<file path="config.mk">
export PLATFORM = sky130hd
export DESIGN_NAME = rlm_top
export DESIGN_NICKNAME = d
export VERILOG_FILES = /design/src/hdl/rlm_pkg.sv /design/src/hdl/rlm_sync.sv /design/src/hdl/rlm_loss_timer.sv /design/src/hdl/rlm_top.sv
export SDC_FILE = /design/constraint.sdc
export NUM_CORES = 1
export LEC_CHECK = 0
export ABC_AREA = 1
export BUFFER_PORTS_ARGS = -buffer_cell sky130_fd_sc_hd__buf_4
export CORE_MARGIN = 8
export CORE_UTILIZATION = 54
export CTS_BUF_LIST = sky130_fd_sc_hd__clkbuf_16
export DETAILED_ROUTE_END_ITERATION = 12
export PLACE_DENSITY = 0.78
export SYNTH_ARGS = -nofsm -noshare
export SYNTH_HDL_FRONTEND = slang
export SYNTH_SLANG_ARGS = --single-unit
</file>
<file path="constraint.sdc">
create_clock -name core_clk -period 3.5 [get_ports core_clk]
set_clock_uncertainty 0.15 [all_clocks]
set_input_delay 1.05 -clock core_clk [delete_from_list [all_inputs] [get_ports core_clk]]
set_output_delay 1.05 -clock core_clk [all_outputs]
set_load 0.01 [all_outputs]
</file>
<file path="src/hdl/rlm_pkg.sv">
// Package: constants, register map and encodings of the reference loss monitor
package rlm_pkg;

  // ==========================================================================
  // Timing
  localparam int unsigned CLK_HZ       = 50_000_000;
  localparam int unsigned LOSS_TICK_MS = 100;
  localparam int unsigned TICK_CYCLES  = CLK_HZ / 1000 * LOSS_TICK_MS;
  localparam int unsigned TICK_W       = 23;

  // ==========================================================================
  // Widths
  localparam int AW    = 8;
  localparam int DW    = 32;
  localparam int LW    = 16;
  localparam int FW    = 6;
  localparam int NTERM = 8;
  localparam int NFUNC = 36;
  localparam int TOW   = 11;

  // ==========================================================================
  // Time-out, in 0.1 s ticks
  localparam logic [TOW-1:0] TIMEOUT_DEF = 11'h00A;
  localparam logic [TOW-1:0] TIMEOUT_MIN = 11'h001;
  localparam logic [TOW-1:0] TIMEOUT_MAX = 11'h4B0;

  // ==========================================================================
  // Register offsets
  localparam logic [AW-1:0] OFS_CTRL     = 8'h00;
  localparam logic [AW-1:0] OFS_TIMEOUT  = 8'h04;
  localparam logic [AW-1:0] OFS_VMIN     = 8'h08;
  localparam logic [AW-1:0] OFS_IMIN     = 8'h0C;
  localparam logic [AW-1:0] OFS_PMIN     = 8'h10;
  localparam logic [AW-1:0] OFS_PRESET   = 8'h14;
  localparam logic [AW-1:0] OFS_TERM_LO  = 8'h18;
  localparam logic [AW-1:0] OFS_TERM_HI  = 8'h1C;
  localparam logic [AW-1:0] OFS_STATUS   = 8'h20;
  localparam logic [AW-1:0] OFS_IRQ_STAT = 8'h24;
  localparam logic [AW-1:0] OFS_IRQ_MASK = 8'h28;

  // Control field positions
  localparam int CTRL_CRIT_LSB = 0;
  localparam int CTRL_ACT_LSB  = 2;
  localparam int CTRL_SRC_LSB  = 5;

  // Status field positions
  localparam int ST_LOSS_BIT   = 0;
  localparam int ST_VLOSS_BIT  = 1;
  localparam int ST_ILOSS_BIT  = 2;
  localparam int ST_PLOSS_BIT  = 3;
  localparam int ST_TRIP_BIT   = 4;
  localparam int ST_ESTOP_BIT  = 5;
  localparam int ST_JOG_BIT    = 6;
  localparam int ST_STEP_LSB   = 8;
  localparam int ST_INPUT_LSB  = 16;

  // Interrupt bits
  localparam int IRQ_LOSS_BIT  = 0;
  localparam int IRQ_TRIP_BIT  = 1;
  localparam int IRQ_REJ_BIT   = 2;
  localparam int IRQ_W         = 3;

  // ==========================================================================
  // Encodings
  typedef enum logic [2:0] {
    SRC_KEYPAD      = 3'b000,
    SRC_VOLT        = 3'b001,
    SRC_VOLT_SIGNED = 3'b010,
    SRC_CURR        = 3'b011,
    SRC_VOLT_CURR   = 3'b100,
    SRC_PULSE       = 3'b101,
    SRC_OTHER       = 3'b110,
    SRC_RSVD        = 3'b111
  } rlm_src_t;

  typedef enum logic [1:0] {
    CRIT_NONE  = 2'b00,
    CRIT_HALF  = 2'b01,
    CRIT_BELOW = 2'b10,
    CRIT_RSVD  = 2'b11
  } rlm_crit_t;

  typedef enum logic [2:0] {
    ACT_NONE    = 3'b000,
    ACT_COAST   = 3'b001,
    ACT_STOP    = 3'b010,
    ACT_PROTECT = 3'b011,
    ACT_PRESET  = 3'b100
  } rlm_act_t;

  // Terminal function codes
  localparam logic [FW-1:0] FN_SPEED_L    = 6'h00;
  localparam logic [FW-1:0] FN_SPEED_M    = 6'h01;
  localparam logic [FW-1:0] FN_SPEED_H    = 6'h02;
  localparam logic [FW-1:0] FN_ACCEL_SELECT_BIT0     = 6'h03;
  localparam logic [FW-1:0] FN_XCEL_M     = 6'h04;
  localparam logic [FW-1:0] FN_XCEL_H     = 6'h05;
  localparam logic [FW-1:0] FN_DC_BRAKE   = 6'h06;
  localparam logic [FW-1:0] FN_SECOND     = 6'h07;
  localparam logic [FW-1:0] FN_EXCHANGE   = 6'h08;
  localparam logic [FW-1:0] FN_RSVD_A     = 6'h09;
  localparam logic [FW-1:0] FN_UP         = 6'h0A;
  localparam logic [FW-1:0] FN_DOWN       = 6'h0B;
  localparam logic [FW-1:0] FN_THREE_WIRE = 6'h0C;
  localparam logic [FW-1:0] FN_EXT_TRIP   = 6'h0D;
  localparam logic [FW-1:0] FN_RSVD_B     = 6'h0E;
  localparam logic [FW-1:0] FN_ITERM_CLR  = 6'h0F;
  localparam logic [FW-1:0] FN_OPEN_LOOP  = 6'h10;
  localparam logic [FW-1:0] FN_LOC_REM    = 6'h11;
  localparam logic [FW-1:0] FN_ANA_HOLD   = 6'h12;
  localparam logic [FW-1:0] FN_XCEL_STOP  = 6'h13;
  localparam logic [FW-1:0] FN_P_GAIN2    = 6'h14;
  localparam logic [FW-1:0] FN_RSVD_C     = 6'h15;
  localparam logic [FW-1:0] FN_INTERLOCK1 = 6'h16;
  localparam logic [FW-1:0] FN_INTERLOCK2 = 6'h17;
  localparam logic [FW-1:0] FN_INTERLOCK3 = 6'h18;
  localparam logic [FW-1:0] FN_INTERLOCK4 = 6'h19;
  localparam logic [FW-1:0] FN_SPEED_X    = 6'h1A;
  localparam logic [FW-1:0] FN_RESET      = 6'h1B;
  localparam logic [FW-1:0] FN_ESTOP      = 6'h1C;
  localparam logic [FW-1:0] FN_JOG        = 6'h1D;
  localparam logic [FW-1:0] FN_FWD        = 6'h1E;
  localparam logic [FW-1:0] FN_REV        = 6'h1F;
  localparam logic [FW-1:0] FN_ANA_CHANGE = 6'h20;
  localparam logic [FW-1:0] FN_PRE_EXCITE = 6'h21;
  localparam logic [FW-1:0] FN_EXT_PID    = 6'h22;
  localparam logic [FW-1:0] FN_UPDN_CLR   = 6'h23;

  // ==========================================================================
  // Reset values
  localparam logic [7:0]    CTRL_RST   = 8'h00;
  localparam logic [LW-1:0] VMIN_RST   = 16'h0000;
  localparam logic [LW-1:0] IMIN_RST   = 16'h0000;
  localparam logic [LW-1:0] PMIN_RST   = 16'h0000;
  localparam logic [LW-1:0] PRESET_RST = 16'h0000;
  localparam logic [IRQ_W-1:0] IRQ_MASK_RST = 3'h0;
  localparam logic [NTERM*FW-1:0] TERM_RST = {FN_REV, FN_FWD, FN_JOG, FN_ESTOP,
                                              FN_RESET, FN_SPEED_H, FN_SPEED_M,
                                              FN_SPEED_L};

endpackage : rlm_pkg

</file>
<file path="src/hdl/rlm_sync.sv">
// Two-flop synchroniser for a group of pin levels
`timescale 1ns/1ps
`default_nettype none
module rlm_sync #(
  parameter int W = 8
) (
  input  wire logic         core_clk,
  input  wire logic         sys_rst,
  input  wire logic [W-1:0] async_in,
  output logic      [W-1:0] sync_out
);
  logic [W-1:0] meta_r;

  always_ff @(posedge core_clk) begin
    if (sys_rst) begin
      meta_r   <= '0;
      sync_out <= '0;
    end else begin
      meta_r   <= async_in;
      sync_out <= meta_r;
    end
  end
endmodule : rlm_sync
`default_nettype wire

</file>
<file path="src/hdl/rlm_loss_timer.sv">
// Persistence timer: declares a loss once a condition outlasts the time-out
`timescale 1ns/1ps
`default_nettype none
module rlm_loss_timer
  import rlm_pkg::*;
#(
  parameter int W = rlm_pkg::TOW
) (
  input  wire logic         core_clk,
  input  wire logic         sys_rst,
  input  wire logic         enable,
  input  wire logic         below,
  input  wire logic         tick,
  input  wire logic [W-1:0] timeout,
  output logic              lost
);
  logic [W-1:0] cnt_r;
  wire          run = enable & below;
  wire          done = (cnt_r >= timeout);

  always_ff @(posedge core_clk) begin
    if (sys_rst) begin
      cnt_r <= '0;
      lost  <= 1'b0;
    end else if (!run) begin
      // Recovery above threshold restarts the wait
      cnt_r <= '0; // RULE_18
      lost  <= 1'b0;
    end else begin
      if (tick && !done) begin
        cnt_r <= cnt_r + 1'b1;
      end
      lost <= done; // RULE_06
    end
  end
endmodule : rlm_loss_timer
`default_nettype wire

</file>
<file path="src/hdl/rlm_top.sv">
// Reference loss monitor with programmable input terminal functions
//
// The placing of the registers and the strobed register port were chosen for this implementation.
`timescale 1ns/1ps
`default_nettype none
// Overview of operation
// (RULE_01) Supervise only voltage, signed voltage, current, voltage+current or pulse sources.
// (RULE_02) Criterion has a disabled choice, which is the reset default.
// (RULE_03) Half criterion: lost when input is below half its minimum point.
// (RULE_04) Below criterion: lost when input is below its minimum point.
// (RULE_05) Voltage+current mode watches voltage only; current loss ignored.
// (RULE_06) Loss declared after time-out, default 1.0 s, range 0.1 to 120 s.
// (RULE_07) Action none: keep running normally after a loss.
// (RULE_08) Action coast: drop output drive at once on loss.
// (RULE_09) Action stop: request deceleration by configured pattern and time.
// (RULE_10) Action protection: raise lost-command trip on loss.
// (RULE_11) Action preset: run at the configured preset frequency on loss.
// (RULE_12) Separate loss indication for voltage, current and pulse sources.
// (RULE_13) Eight terminals, each with its own selector and listed defaults.
// (RULE_14) Emergency stop active rejects every parameter write.
// (RULE_15) Selector list covers all listed functions plus reserved slots.
// (RULE_16) Minimum point is the configured lowest input level per source.
// (RULE_17) Step index from low/mid/high/extra bits; jog overrides.
// (RULE_18) Time-out count restarts when input recovers before expiry.
module rlm_top
  import rlm_pkg::*;
#(
  parameter int unsigned TICK_CNT = rlm_pkg::TICK_CYCLES
) (
  input  wire logic                     core_clk,
  input  wire logic                     sys_rst,
  input  wire logic [rlm_pkg::AW-1:0]   reg_addr,
  input  wire logic [rlm_pkg::DW-1:0]   reg_wdata,
  input  wire logic                     reg_wr,
  input  wire logic                     reg_rd,
  output logic      [rlm_pkg::DW-1:0]   reg_rdata,
  input  wire logic [rlm_pkg::LW-1:0]   voltage_ref_input,
  input  wire logic [rlm_pkg::LW-1:0]   current_ref_input,
  input  wire logic [rlm_pkg::LW-1:0]   pulse_ref_input,
  input  wire logic [rlm_pkg::NTERM-1:0] prog_inputs,
  output logic                          irq,
  output logic                          drive_enable,
  output logic                          decel_request,
  output logic                          lost_cmd_trip,
  output logic                          preset_run,
  output logic      [rlm_pkg::LW-1:0]   preset_freq,
  output logic                          voltage_loss_indication,
  output logic                          current_loss_indication,
  output logic                          pulse_loss_indication,
  output logic      [3:0]               step_select,
  output logic                          jog_active,
  output logic      [rlm_pkg::NFUNC-1:0] func_active
);
  import rlm_pkg::*;

  // ==========================================================================
  // Helpers
  function automatic logic [LW-1:0] threshold(input logic [LW-1:0] min_pt,
                                              input logic [1:0]    crit);
    logic [LW-1:0] t;
    t = '0;
    if (crit == CRIT_HALF) begin
      t = {1'b0, min_pt[LW-1:1]}; // RULE_03
    end else if (crit == CRIT_BELOW) begin
      t = min_pt; // RULE_04
    end
    return t;
  endfunction : threshold

  function automatic logic [LW-1:0] magnitude(input logic [LW-1:0] v);
    return v[LW-1] ? LW'(~v + 1'b1) : v;
  endfunction : magnitude

  function automatic logic [TOW-1:0] clamp_to(input logic [DW-1:0] v);
    logic [TOW-1:0] r;
    r = TIMEOUT_MAX;
    if (v < DW'(TIMEOUT_MIN)) begin
      r = TIMEOUT_MIN;
    end else if (v < DW'(TIMEOUT_MAX)) begin
      r = v[TOW-1:0];
    end
    return r;
  endfunction : clamp_to

  // ==========================================================================
  // Configuration registers
  logic [7:0]          ctrl_r;
  logic [TOW-1:0]      timeout_r;
  logic [LW-1:0]       vmin_r;
  logic [LW-1:0]       imin_r;
  logic [LW-1:0]       pmin_r;
  logic [LW-1:0]       preset_r;
  logic [NTERM*FW-1:0] term_r;
  logic [IRQ_W-1:0]    irq_mask_r;
  logic [IRQ_W-1:0]    irq_stat_r;
  logic [IRQ_W-1:0]    irq_stat_nxt;
  logic [DW-1:0]       rdata_nxt;

  wire [1:0] crit = ctrl_r[CTRL_CRIT_LSB +: 2];
  wire [2:0] act  = ctrl_r[CTRL_ACT_LSB +: 3];
  wire [2:0] src  = ctrl_r[CTRL_SRC_LSB +: 3];

  // ==========================================================================
  // Terminal inputs and function decode
  logic [NTERM-1:0] term_in;
  logic [NFUNC-1:0] func_nxt;

  rlm_sync #(
    .W        (NTERM)
  ) u_sync (
    .core_clk (core_clk),
    .sys_rst  (sys_rst),
    .async_in (prog_inputs),
    .sync_out (term_in)
  );

  always_comb begin
    func_nxt = '0;
    for (int t = 0; t < NTERM; t++) begin
      for (int f = 0; f < NFUNC; f++) begin
        // Several terminals may share a function; they OR together
        if (term_r[t*FW +: FW] == FW'(f) && term_in[t]) begin
          func_nxt[f] = 1'b1; // RULE_13 RULE_15
        end
      end
    end
  end

  wire estop_on = func_nxt[FN_ESTOP];
  wire jog_nxt  = func_nxt[FN_JOG];
  wire [3:0] step_nxt = jog_nxt ? 4'h0 :
                        {func_nxt[FN_SPEED_X], func_nxt[FN_SPEED_H],
                         func_nxt[FN_SPEED_M], func_nxt[FN_SPEED_L]}; // RULE_17

  // ==========================================================================
  // Bus decode
  wire wr_ok       = reg_wr & ~estop_on; // RULE_14
  wire wr_rejected = reg_wr & estop_on; // RULE_14
  wire wr_ctrl     = wr_ok && reg_addr == OFS_CTRL;
  wire wr_timeout  = wr_ok && reg_addr == OFS_TIMEOUT;
  wire wr_vmin     = wr_ok && reg_addr == OFS_VMIN;
  wire wr_imin     = wr_ok && reg_addr == OFS_IMIN;
  wire wr_pmin     = wr_ok && reg_addr == OFS_PMIN;
  wire wr_preset   = wr_ok && reg_addr == OFS_PRESET;
  wire wr_term_lo  = wr_ok && reg_addr == OFS_TERM_LO;
  wire wr_term_hi  = wr_ok && reg_addr == OFS_TERM_HI;
  wire wr_mask     = wr_ok && reg_addr == OFS_IRQ_MASK;
  wire rd_irq      = reg_rd && reg_addr == OFS_IRQ_STAT;

  // Each terminal selector sits in its own byte, 6 bits used
  function automatic logic [4*FW-1:0] pack4(input logic [DW-1:0] w);
    return {w[24 +: FW], w[16 +: FW], w[8 +: FW], w[0 +: FW]};
  endfunction : pack4

  function automatic logic [DW-1:0] unpack4(input logic [4*FW-1:0] s);
    return {2'b00, s[3*FW +: FW], 2'b00, s[2*FW +: FW],
            2'b00, s[FW +: FW], 2'b00, s[0 +: FW]};
  endfunction : unpack4

  always_ff @(posedge core_clk) begin
    if (sys_rst) begin
      ctrl_r     <= CTRL_RST; // RULE_02
      timeout_r  <= TIMEOUT_DEF;
      vmin_r     <= VMIN_RST;
      imin_r     <= IMIN_RST;
      pmin_r     <= PMIN_RST;
      preset_r   <= PRESET_RST;
      term_r     <= TERM_RST; // RULE_13
      irq_mask_r <= IRQ_MASK_RST;
    end else begin
      if (wr_ctrl) begin
        ctrl_r <= reg_wdata[7:0];
      end
      if (wr_timeout) begin
        // Out-of-range writes land on the nearest legal time-out
        timeout_r <= clamp_to(reg_wdata); // RULE_06
      end
      if (wr_vmin) begin
        vmin_r <= reg_wdata[LW-1:0]; // RULE_16
      end
      if (wr_imin) begin
        imin_r <= reg_wdata[LW-1:0];
      end
      if (wr_pmin) begin
        pmin_r <= reg_wdata[LW-1:0];
      end
      if (wr_preset) begin
        preset_r <= reg_wdata[LW-1:0];
      end
      if (wr_term_lo) begin
        term_r[0 +: 4*FW] <= pack4(reg_wdata);
      end
      if (wr_term_hi) begin
        term_r[4*FW +: 4*FW] <= pack4(reg_wdata);
      end
      if (wr_mask) begin
        irq_mask_r <= reg_wdata[IRQ_W-1:0];
      end
    end
  end

  // ==========================================================================
  // Loss detection
  logic tick_r;
  logic [TICK_W-1:0] tick_cnt_r;
  logic v_lost;
  logic i_lost;
  logic p_lost;

  always_ff @(posedge core_clk) begin
    if (sys_rst) begin
      tick_cnt_r <= '0;
      tick_r     <= 1'b0;
    end else if (tick_cnt_r == TICK_W'(TICK_CNT - 1)) begin
      tick_cnt_r <= '0;
      tick_r     <= 1'b1;
    end else begin
      tick_cnt_r <= tick_cnt_r + 1'b1;
      tick_r     <= 1'b0;
    end
  end

  wire crit_on = (crit == CRIT_HALF) || (crit == CRIT_BELOW); // RULE_02
  // Voltage+current keeps the voltage as main source
  wire v_mon = crit_on && (src == SRC_VOLT || src == SRC_VOLT_SIGNED ||
                           src == SRC_VOLT_CURR); // RULE_01 RULE_05
  wire i_mon = crit_on && (src == SRC_CURR); // RULE_01 RULE_05
  wire p_mon = crit_on && (src == SRC_PULSE); // RULE_01

  // Signed mode compares the magnitude, so a negative command is a loss only when its size is below the threshold
  wire [LW-1:0] v_level = (src == SRC_VOLT_SIGNED) ? magnitude(voltage_ref_input)
                                                   : voltage_ref_input;
  wire v_below = v_level < threshold(vmin_r, crit);
  wire i_below = current_ref_input < threshold(imin_r, crit);
  wire p_below = pulse_ref_input < threshold(pmin_r, crit);

  rlm_loss_timer #(
    .W        (TOW)
  ) u_vtimer (
    .core_clk (core_clk),
    .sys_rst  (sys_rst),
    .enable   (v_mon),
    .below    (v_below),
    .tick     (tick_r),
    .timeout  (timeout_r),
    .lost     (v_lost)
  );

  rlm_loss_timer #(
    .W        (TOW)
  ) u_itimer (
    .core_clk (core_clk),
    .sys_rst  (sys_rst),
    .enable   (i_mon),
    .below    (i_below),
    .tick     (tick_r),
    .timeout  (timeout_r),
    .lost     (i_lost)
  );

  rlm_loss_timer #(
    .W        (TOW)
  ) u_ptimer (
    .core_clk (core_clk),
    .sys_rst  (sys_rst),
    .enable   (p_mon),
    .below    (p_below),
    .tick     (tick_r),
    .timeout  (timeout_r),
    .lost     (p_lost)
  );

  wire loss_any = v_lost | i_lost | p_lost;

  // ==========================================================================
  // Loss action
  logic trip_r;
  logic loss_d_r;
  wire  trip_set  = loss_any && act == ACT_PROTECT; // RULE_10
  // Trip holds until a fault-reset terminal clears it; a new loss wins
  wire  trip_nxt  = trip_set | (trip_r & ~func_nxt[FN_RESET]);
  wire  loss_rise = loss_any & ~loss_d_r;
  wire  trip_rise = trip_set & ~trip_r;

  always_ff @(posedge core_clk) begin
    if (sys_rst) begin
      trip_r        <= 1'b0;
      loss_d_r      <= 1'b0;
      drive_enable  <= 1'b1;
      decel_request <= 1'b0;
      lost_cmd_trip <= 1'b0;
      preset_run    <= 1'b0;
    end else begin
      trip_r        <= trip_nxt;
      loss_d_r      <= loss_any;
      // Action none leaves every output as it was
      drive_enable  <= ~(loss_any && act == ACT_COAST) & ~trip_nxt; // RULE_07 RULE_08
      decel_request <= loss_any && act == ACT_STOP; // RULE_09
      lost_cmd_trip <= trip_nxt; // RULE_10
      preset_run    <= loss_any && act == ACT_PRESET; // RULE_11
    end
  end

  // ==========================================================================
  // Indications and terminal outputs
  always_ff @(posedge core_clk) begin
    if (sys_rst) begin
      voltage_loss_indication <= 1'b0;
      current_loss_indication <= 1'b0;
      pulse_loss_indication   <= 1'b0;
      preset_freq             <= PRESET_RST;
      step_select             <= 4'h0;
      jog_active              <= 1'b0;
      func_active             <= '0;
    end else begin
      voltage_loss_indication <= v_lost; // RULE_12
      current_loss_indication <= i_lost; // RULE_12
      pulse_loss_indication   <= p_lost; // RULE_12
      preset_freq             <= preset_r; // RULE_11
      step_select             <= step_nxt; // RULE_17
      jog_active              <= jog_nxt; // RULE_17
      func_active             <= func_nxt;
    end
  end

  // ==========================================================================
  // Interrupts and read-back
  wire [IRQ_W-1:0] irq_events = {wr_rejected, trip_rise, loss_rise};

  // A new event in the read cycle survives the clear
  assign irq_stat_nxt = (rd_irq ? '0 : irq_stat_r) | irq_events;

  wire [DW-1:0] status_word = DW'({term_in, 4'h0, step_select, 1'b0, jog_active,
                                   estop_on, trip_r, p_lost, i_lost, v_lost,
                                   loss_any});

  always_comb begin
    unique case (reg_addr)
      OFS_CTRL:     rdata_nxt = DW'(ctrl_r);
      OFS_TIMEOUT:  rdata_nxt = DW'(timeout_r);
      OFS_VMIN:     rdata_nxt = DW'(vmin_r);
      OFS_IMIN:     rdata_nxt = DW'(imin_r);
      OFS_PMIN:     rdata_nxt = DW'(pmin_r);
      OFS_PRESET:   rdata_nxt = DW'(preset_r);
      OFS_TERM_LO:  rdata_nxt = unpack4(term_r[0 +: 4*FW]);
      OFS_TERM_HI:  rdata_nxt = unpack4(term_r[4*FW +: 4*FW]);
      OFS_STATUS:   rdata_nxt = status_word;
      OFS_IRQ_STAT: rdata_nxt = DW'(irq_stat_r);
      OFS_IRQ_MASK: rdata_nxt = DW'(irq_mask_r);
      default:      rdata_nxt = '0;
    endcase
  end

  always_ff @(posedge core_clk) begin
    if (sys_rst) begin
      irq_stat_r <= '0;
      irq        <= 1'b0;
      reg_rdata  <= '0;
    end else begin
      irq_stat_r <= irq_stat_nxt;
      irq        <= |(irq_stat_nxt & irq_mask_r);
      reg_rdata  <= reg_rd ? rdata_nxt : '0;
    end
  end

endmodule : rlm_top
`default_nettype wire

</file>
==> results of run 1 <==
==> what timing repair did <==
action                     CTS  global route
gates resized for setup      0            12
setup endpoints to repair    0            12
hold endpoints to repair     0             0
==> Yosys cell counts (all sizes together) (4+ instances only) <==
master,count
clkbuf,61
nand4,30
a31oi,18
o31ai,4
inv,363
nor4,25
nand2,425
nand3,99
ha,85
or2,6
o221ai,11
buf,32
clkinv,4
o21ai,147
o22ai,76
a221oi,11
nor2,364
o211ai,26
xor2,32
a22oi,48
a21oi,183
a41oi,17
a211oi,13
xnor2,10
nor3,62
dfxtp,308
==> critical path: stages <==
cell and delay, ns:
sky130_fd_sc_hd__buf_4 0.11, sky130_fd_sc_hd__inv_1 0.07, sky130_fd_sc_hd__ha_2 0.19, sky130_fd_sc_hd__nand2_1 0.07, sky130_fd_sc_hd__nor2_2 0.11, sky130_fd_sc_hd__nand3b_1 0.19
sky130_fd_sc_hd__o31ai_4 0.31, sky130_fd_sc_hd__buf_4 0.15, sky130_fd_sc_hd__xor2_1 0.13, sky130_fd_sc_hd__inv_1 0.05, sky130_fd_sc_hd__ha_1 0.28, sky130_fd_sc_hd__nand2_1 0.08
sky130_fd_sc_hd__or2_4 0.13, sky130_fd_sc_hd__a21oi_4 0.05, sky130_fd_sc_hd__nor4_4 0.23, sky130_fd_sc_hd__o21ai_2 0.13, sky130_fd_sc_hd__buf_12 0.16, sky130_fd_sc_hd__nor2_1 0.10
==> metal layers <==
layer	global-route usage, %	part of all wire (%)
met5	0	0.054
met4	21.6	6.7
met3	9.53	13
met2	57.9	43
met1	45.3	37
==> stage by stage <==
stage / worst slack, ns / cells / hold slack [ns]
2_1_floorplan: 0.0415 / 2486 / 0.238
3_3_place_gp: -0.318 / 3047 / 0.245
3_5_place_dp: -0.469 / 3047 / 0.242
4_1_cts: 0.0672 / 3108 / 0.251
5_1_grt: 0.00540 / 3108 / 0.278
6_report: 0.172 / 3113 / 0.254
==> layout make-up <==
| class | count | area [µm²] |
|---|---|---|
| fill | 2673 | 11000 |
| multi-input combinational | 1718 | 9200 |
| sequential | 308 | 6170 |
| timing repair buffer | 252 | 1930 |
| inverter | 367 | 1380 |
| clock buffer | 35 | 876 |
| tap | 402 | 503 |
| clock inverter | 26 | 290 |
| antenna | 5 | 12.5 |
==> worst max path at each step <==
stage,endpoint,slack (ns),depth (start not counted),startpoint
after global routing,u_vtimer.cnt_r[2]$_SDFFE_PP0P_,0.005,17,voltage_ref_input[0]
after floorplan,u_vtimer.cnt_r[1]$_SDFFE_PP0P_,0.04,18,voltage_ref_input[1]
after global placement,u_vtimer.cnt_r[8]$_SDFFE_PP0P_,-0.32,18,voltage_ref_input[0]
final,u_vtimer.cnt_r[2]$_SDFFE_PP0P_,0.17,18,voltage_ref_input[0]
after CTS,u_vtimer.cnt_r[0]$_SDFFE_PP0P_,0.07,19,voltage_ref_input[0]
after detailed placement,u_vtimer.cnt_r[0]$_SDFFE_PP0P_,-0.47,19,voltage_ref_input[0]
==> sequential cells by signal (all words and copies together), names as in the netlist, 11 cells and up <==
signal and flops:
preset_r 16, u_ptimer.cnt_r 11, timeout_r 11, vmin_r 16, func_active 36, tick_cnt_r 23, imin_r 16, pmin_r 16
reg_rdata 30, u_itimer.cnt_r 11, u_vtimer.cnt_r 11, preset_freq 16, term_r 48
==> logic make-up after synthesis <==
group           Yosys count  share of synthesized area (%)
compound gates          566                           19.6
xor+xnor                 42                           2.15
fa+ha+maj                85                           6.21
buf+inv                 460                           10.7
flops                   308                           36.0
other cells               1                         0.0219
simple gates           1023                           25.3
==> power by group through the flow <==
stage | Combinational (mW) | Sequential [mW] | Clock, mW
2_1_floorplan | 0.209 | 3.61 | 0
3_3_place_gp | 0.425 | 3.62 | 0
3_5_place_dp | 0.438 | 3.62 | 0
4_1_cts | 0.441 | 3.54 | 3.81
5_1_grt | 0.490 | 3.54 | 3.97
6_report | 0.464 | 3.54 | 3.81
==> Implementation_results.wiki, run 1 <==
{| class="wikitable"
! Metric !! Value
|-
| Outcome || completed
|-
| Synth Instances || 2485
|-
| Number of library cell types mapped by synthesis || 56
|-
| CTS H-tree depth || 2
|-
| Launching point of the worst reg2reg path || term_r[19]$_SDFFE_PP1P_
|-
| Post-synth EDFFs || 0
|-
| Worst EP arrival || 3.62 ns
|-
| Die Span X || 194 µm
|-
| Reg power frac || 45.3%
|-
| Number of nets with antenna violations after detailed routing || 0
|-
| Setup bufs post-CTS || 0
|-
| Clk sink count || 308
|-
| Destination of the worst register-to-register timing path || term_r[17]$_SDFFE_PP0P_
|-
| Synth warn || 0
|-
| Critical Path Start Type || input pin
|-
| CTS tree || yes
|-
| Share of power burned in the clock network || 48.8%
|-
| Final global-route overflow total || 0
|-
| Data required time at the worst endpoint || 3.80 ns
|-
| Buffers on Ports || 194
|-
| Total global-route track usage || 36.9%
|-
| Most area-consuming cells after synthesis || sky130_fd_sc_hd__dfxtp_1 36%, sky130_fd_sc_hd__nand2_1 9.2%, sky130_fd_sc_hd__nor2_1 7.9%
|-
| Weighted congestion reported at the end of routability-driven placement || 1.06
|-
| Via-to-Cell Ratio || 6.21
|-
| Number of buffers created by CTS || 34
|-
| Sw frac || 23.7%
|-
| Leak pwr || 8.54 nW
|-
| Number of global-route vias before repair || 18600
|-
| DIE AREA || 37700 µm²
|-
| Layout cell share with drive strength beyond 1 || 13.0%
|-
| Number of hold violations in the final report || 0
|-
| Wire length of the first global-routing pass || 109000 µm
|-
| Clock slew at the register clock pins of the worst setup and hold paths || 0.06 ns
|-
| Total I/O pin count || 197
|-
| Post-synthesis instance area || 17100 µm²
|-
| CTS Hold Bufs || 0
|-
| Pin count of the biggest net entering global routing || 103
|-
| Insertion delay to the later sink of the worst-skew pair || 0.53 ns
|-
| Layout Nets || 2866
|-
| Biggest area consumer among synthesized cells || sky130_fd_sc_hd__dfxtp_1
|-
| Share of the clock period used by the worst path after layout || 95.1%
|-
| HPWL Detailed || 55500 µm
|-
| Initial drt markers || 2690
|-
| Worst hold-check path type || reg -> reg
|-
| Number of slew-limit violations in the final report || 0
|-
| Hold Path Sink || u_sync.sync_out[7]$_SDFF_PP0_
|-
| Kind of critical path || in -> reg
|-
| Sequential area share after synthesis || 36.0%
|-
| Worst Reg-to-Reg Cells || 12
|-
| Mapped Avg Cell Area || 6.89 µm²
|-
| Highest net fanout along the worst path || 12
|-
| Source of the worst hold timing path || u_sync.meta_r[7]$_SDFF_PP0_
|-
| Final setup violating endpoints || 0
|-
| Post-route design area || 20400 µm²
|-
| Power per Cell Area || 384 nW/µm²
|-
| Std-Cell Core Area || 31400 µm²
|-
| Number of DRC violations after detailed routing || 0
|-
| Total internal power || 5.97 mW
|-
| Overall die height || 194 µm
|-
| Critical path capture point type || flip-flop
|-
| Number of synthesized register bits || 308
|-
| Dominant synthesized flop cell || sky130_fd_sc_hd__dfxtp_1
|-
| Share of synthesized registers carrying an async set or reset || 0%
|-
| Number of rows created at floorplan || 65
|-
| Most frequent cells in the layout || 419 x sky130_fd_sc_hd__nand2_1, 359 x sky130_fd_sc_hd__nor2_1, 353 x sky130_fd_sc_hd__inv_1
|-
| Routed wirelength normalized by instance count || 23.6 µm
|-
| P_sw || 1.85 mW
|-
| Total power || 7.82 mW
|-
| Part of the total power dissipated in combinational logic || 5.9%
|-
| Clock root cell || sky130_fd_sc_hd__clkbuf_16
|-
| Largest buffer count on any clock path || 3
|-
| Highest ir drop seen on vdd || 0.665 mV
|-
| Most common library cell in the layout ignoring fill and taps || sky130_fd_sc_hd__nand2_1
|-
| Hold path cells || 2
|-
| Share of the core filled with cells || 64.8%
|-
| Post-Route Setup TNS || 0 ns
|-
| Initial core utilization || 54.6%
|-
| Total iterations of the first detailed-routing run || 8
|-
| Slew Limit Headroom || 39.4%
|-
| Post-route minimum period || 3.33 ns
|-
| Cell area after placement || 19100 µm²
|-
| Antenna violations before repair || 6
|-
| Max-Cap Viols || 0
|-
| Max Freq || 301 MHz
|-
| Area growth from synthesis to layout || 18.8%
|-
| Wire length reported by the detailed router || 73500 µm
|-
| Slew at the pin with the worst max-slew slack || 0.901 ns
|-
| R2r setup slk || 0.38 ns
|-
| Setup repair after global routing missed its margin || false
|-
| Share of Yosys cell area claimed by the top area cell type || 36.0%
|-
| Via count || 19300
|}
No activity file was read; power rests on OpenSTA's default activity.
==> run 2, diff against run 1 <==
CORE_ASPECT_RATIO = 1.25   (was not set)
==> run 2 against run 1 <==
Compared with the run above: hold slack gained 0.0016 ns; die area is essentially flat; maximum frequency grew 1.9%; critical path depth grew 1; combinational power is essentially flat; via count is essentially flat; largest cell class unchanged.
==> Implementation_results.wiki, run 2 (synthesis results as in run 1) <==
{| class="wikitable"
! Metric !! Value
|-
| Outcome || completed
|-
| Highest ir drop seen on vdd || 0.355 mV (-47%)
|-
| Biggest registers after layout || term_r (48), func_active (36), reg_rdata (30)
|-
| Launching point of the worst reg2reg path || ctrl_r[0]$_SDFFE_PP0P_
|-
| Total power || 7.33 mW (-6.3%)
|-
| Number of DRC violations after detailed routing || 0 (unchanged)
|-
| Highest net fanout along the worst path || 12 (unchanged)
|-
| Area growth from synthesis to layout || 18.2%
|-
| Source of the worst hold timing path || u_sync.meta_r[7]$_SDFF_PP0_
|-
| Leak pwr || 8.49 nW (-0.60%)
|-
| Hold path cells || 2 (unchanged)
|-
| Total I/O pin count || 197 (unchanged)
|-
| CTS H-tree depth || 1 (-1)
|-
| Data required time at the worst endpoint || 3.86 ns (+0.06 ns)
|-
| Std-Cell Core Area || 31500 µm² (+0.38%)
|-
| Setup bufs post-CTS || 0 (unchanged)
|-
| R2r setup slk || 0.39 ns (about the same)
|-
| CTS Hold Bufs || 0 (unchanged)
|-
| Antenna violations before repair || 2 (-4)
|-
| Insertion delay to the later sink of the worst-skew pair || 0.58 ns (+0.05 ns)
|-
| Setup repair after global routing missed its margin || false
|-
| Most common library cell in the layout ignoring fill and taps || sky130_fd_sc_hd__nand2_1
|-
| Critical Path Start Type || input pin
|-
| Post-Route Setup TNS || 0 ns (unchanged)
|-
| Weighted congestion reported at the end of routability-driven placement || 1.13 (+5.9%)
|-
| Layout Nets || 2878 (+0.42%)
|-
| Via-to-Cell Ratio || 6.18 (-0.44%)
|-
| Wire length of the first global-routing pass || 112000 µm (+3.1%)
|-
| Total global-route track usage || 38.9% (+2.0 points)
|-
| Area of combinational cells with multiple inputs || 9150 µm² (-0.58%)
|-
| Worst Reg-to-Reg Cells || 16 (+4)
|-
| Post-route minimum period || 3.27 ns (-0.0617 ns)
|-
| Number of global-route vias before repair || 18800 (+1.4%)
|-
| Cell area after placement || 19200 µm² (+0.63%)
|-
| Hold Path Sink || u_sync.sync_out[7]$_SDFF_PP0_
|-
| Overall die height || 215 µm (+11%)
|-
| Buffers on Ports || 194 (unchanged)
|-
| Count of instances resized after the clock tree is built || 0 (unchanged)
|-
| DIE AREA || 37700 µm² (about the same)
|-
| Share of the clock period used by the worst path after layout || 93.3% (-1.8 points)
|-
| Via count || 19300 (+0.041%)
|-
| Number of slew-limit violations in the final report || 0 (unchanged)
|-
| Most frequent cells in the layout || 419 x sky130_fd_sc_hd__nand2_1, 361 x sky130_fd_sc_hd__nor2_1, 350 x sky130_fd_sc_hd__inv_1
|-
| Number of antenna repair diodes || 0 (-5)
|-
| Final setup violating endpoints || 0 (unchanged)
|-
| Max Freq || 306 MHz (+1.9%)
|-
| Number of rows created at floorplan || 73 (+12%)
|-
| Initial drt markers || 2212 (-18%)
|-
| Total iterations of the first detailed-routing run || 9 (+1)
|-
| Final global-route overflow total || 0 (unchanged)
|-
| Cell Count Post-Placement || 3073 (+0.85%)
|-
| Pin count of the biggest net entering global routing || 101 (-1.9%)
|-
| Wire length reported by the detailed router || 76700 µm (+4.4%)
|-
| Number of nets with antenna violations after detailed routing || 0 (unchanged)
|-
| Post-route design area || 20200 µm² (-0.55%)
|-
| Routed wirelength normalized by instance count || 24.5 µm (+3.9%)
|-
| Clock root cell || sky130_fd_sc_hd__clkbuf_16
|-
| Worst hold-check path type || reg -> reg
|-
| Critical path capture point type || flip-flop
|-
| Clock slew at the register clock pins of the worst setup and hold paths || 0.07 ns (about the same)
|-
| Kind of critical path || in -> reg
|-
| Power per Cell Area || 362 nW/µm² (-5.8%)
|-
| Max-Cap Viols || 0 (unchanged)
|-
| Largest buffer count on any clock path || 3 (unchanged)
|-
| Register with the highest flop count || term_r
|-
| Count of fill cells added during filler insertion || 2747 (+2.8%)
|-
| Post-layout instance count excluding filler cells || 3128 (+0.48%)
|-
| Layout cell share with drive strength beyond 1 || 13.1% (+0.063 points)
|-
| Slew Limit Headroom || 4.39% (-35 points)
|-
| Die Span X || 175 µm (-9.7%)
|-
| Worst EP arrival || 3.62 ns (about the same)
|-
| Clk sink count || 308 (unchanged)
|-
| Number of hold violations in the final report || 0 (unchanged)
|-
| CTS tree || yes
|-
| Flip-flop and latch area || 6170 µm² (unchanged)
|-
| Number of buffers created by CTS || 30 (-12%)
|-
| Initial core utilization || 54.4% (-0.21 points)
|-
| Destination of the worst register-to-register timing path || u_ptimer.cnt_r[1]$_SDFFE_PP0P_
|-
| HPWL Detailed || 58400 µm (+5.2%)
|-
| Slew at the pin with the worst max-slew slack || 1.43 ns (+0.533 ns)
|-
| Largest register FFs || 48 (unchanged)
|}
## run 2: cell types whose count changed in the layout (fill, tap and decap cells not counted), moves of 2 or more
cell                         previous run  this run
sky130_fd_sc_hd__clkinv_4               3         1
sky130_fd_sc_hd__clkinvlp_4             1         7
sky130_fd_sc_hd__diode_2                5         0
sky130_fd_sc_hd__clkbuf_16             35        31
sky130_fd_sc_hd__buf_4                249       266
sky130_fd_sc_hd__nor2_1               359       361
sky130_fd_sc_hd__clkinv_1               5         8
sky130_fd_sc_hd__nor2_2                 4         2
sky130_fd_sc_hd__clkinv_2               9         5
sky130_fd_sc_hd__bufinv_16              6         3
sky130_fd_sc_hd__inv_1                353       350
## run 2: stage by stage
stage / utilization, % / setup WS (ns) / hold slack (ns)
after floorplan: - / 0.0415 / 0.238
final: 64.2 / 0.234 / 0.256
after global placement: 61.1 / -0.307 / 0.241
after global routing: 64.2 / 0.0177 / 0.285
after detailed placement: 61.1 / -0.373 / 0.246
after CTS: 64.2 / 0.221 / 0.258
## run 2: layer usage
| metal | wire [µm] | track usage, % |
|---|---|---|
| met4 | 7850 | 34.0 |
| met5 | 23 | 0 |
| met3 | 7650 | 8.88 |
| met1 | 25600 | 40.6 |
| met2 | 35600 | 64.9 |
## run 2: worst max-delay path, stage by stage
cell                       delay, ns
sky130_fd_sc_hd__buf_4          0.11
sky130_fd_sc_hd__inv_1          0.07
sky130_fd_sc_hd__ha_1           0.17
sky130_fd_sc_hd__nand2_1        0.06
sky130_fd_sc_hd__nor2_1         0.12
sky130_fd_sc_hd__nand3b_1       0.13
sky130_fd_sc_hd__o31ai_2        0.25
sky130_fd_sc_hd__o21ai_0        0.16
sky130_fd_sc_hd__xnor2_1        0.17
sky130_fd_sc_hd__inv_1          0.06
sky130_fd_sc_hd__ha_1           0.28
sky130_fd_sc_hd__nand2_1        0.06
sky130_fd_sc_hd__inv_1          0.05
sky130_fd_sc_hd__o21ai_0        0.07
sky130_fd_sc_hd__nand2_1        0.07
sky130_fd_sc_hd__nor4_1         0.30
sky130_fd_sc_hd__o21ai_1        0.11
sky130_fd_sc_hd__buf_4          0.20
sky130_fd_sc_hd__nor2_1         0.14
## run 2: report_power, final
group	internal [mW]	switching (mW)
registers	3.52	0.0171
logic	0.171	0.296
clock network	1.84	1.48
total	5.53	1.79
## run 2: area by class of cell
cell class	instances	share of cell area [%]
Tap cell	412	2.55
Sequential cell	308	30.5
Multi-Input combinational cell	1718	45.2
Clock inverter	24	1.11
Clock buffer	31	3.83
Timing Repair Buffer	268	10.1
Inverter	367	6.81
## run 2: worst max-delay path by stage
stage / endpoint / cells past startpoint / start
finish: u_vtimer.cnt_r[6]$_SDFFE_PP0P_ / 19 / voltage_ref_input[0]
global route: u_vtimer.cnt_r[6]$_SDFFE_PP0P_ / 20 / voltage_ref_input[0]
CTS: u_vtimer.cnt_r[6]$_SDFFE_PP0P_ / 19 / voltage_ref_input[0]
detailed placement: u_vtimer.cnt_r[6]$_SDFFE_PP0P_ / 19 / voltage_ref_input[0]
global placement: u_vtimer.cnt_r[7]$_SDFFE_PP0P_ / 19 / voltage_ref_input[0]
floorplan: u_vtimer.cnt_r[1]$_SDFFE_PP0P_ / 18 / voltage_ref_input[1]
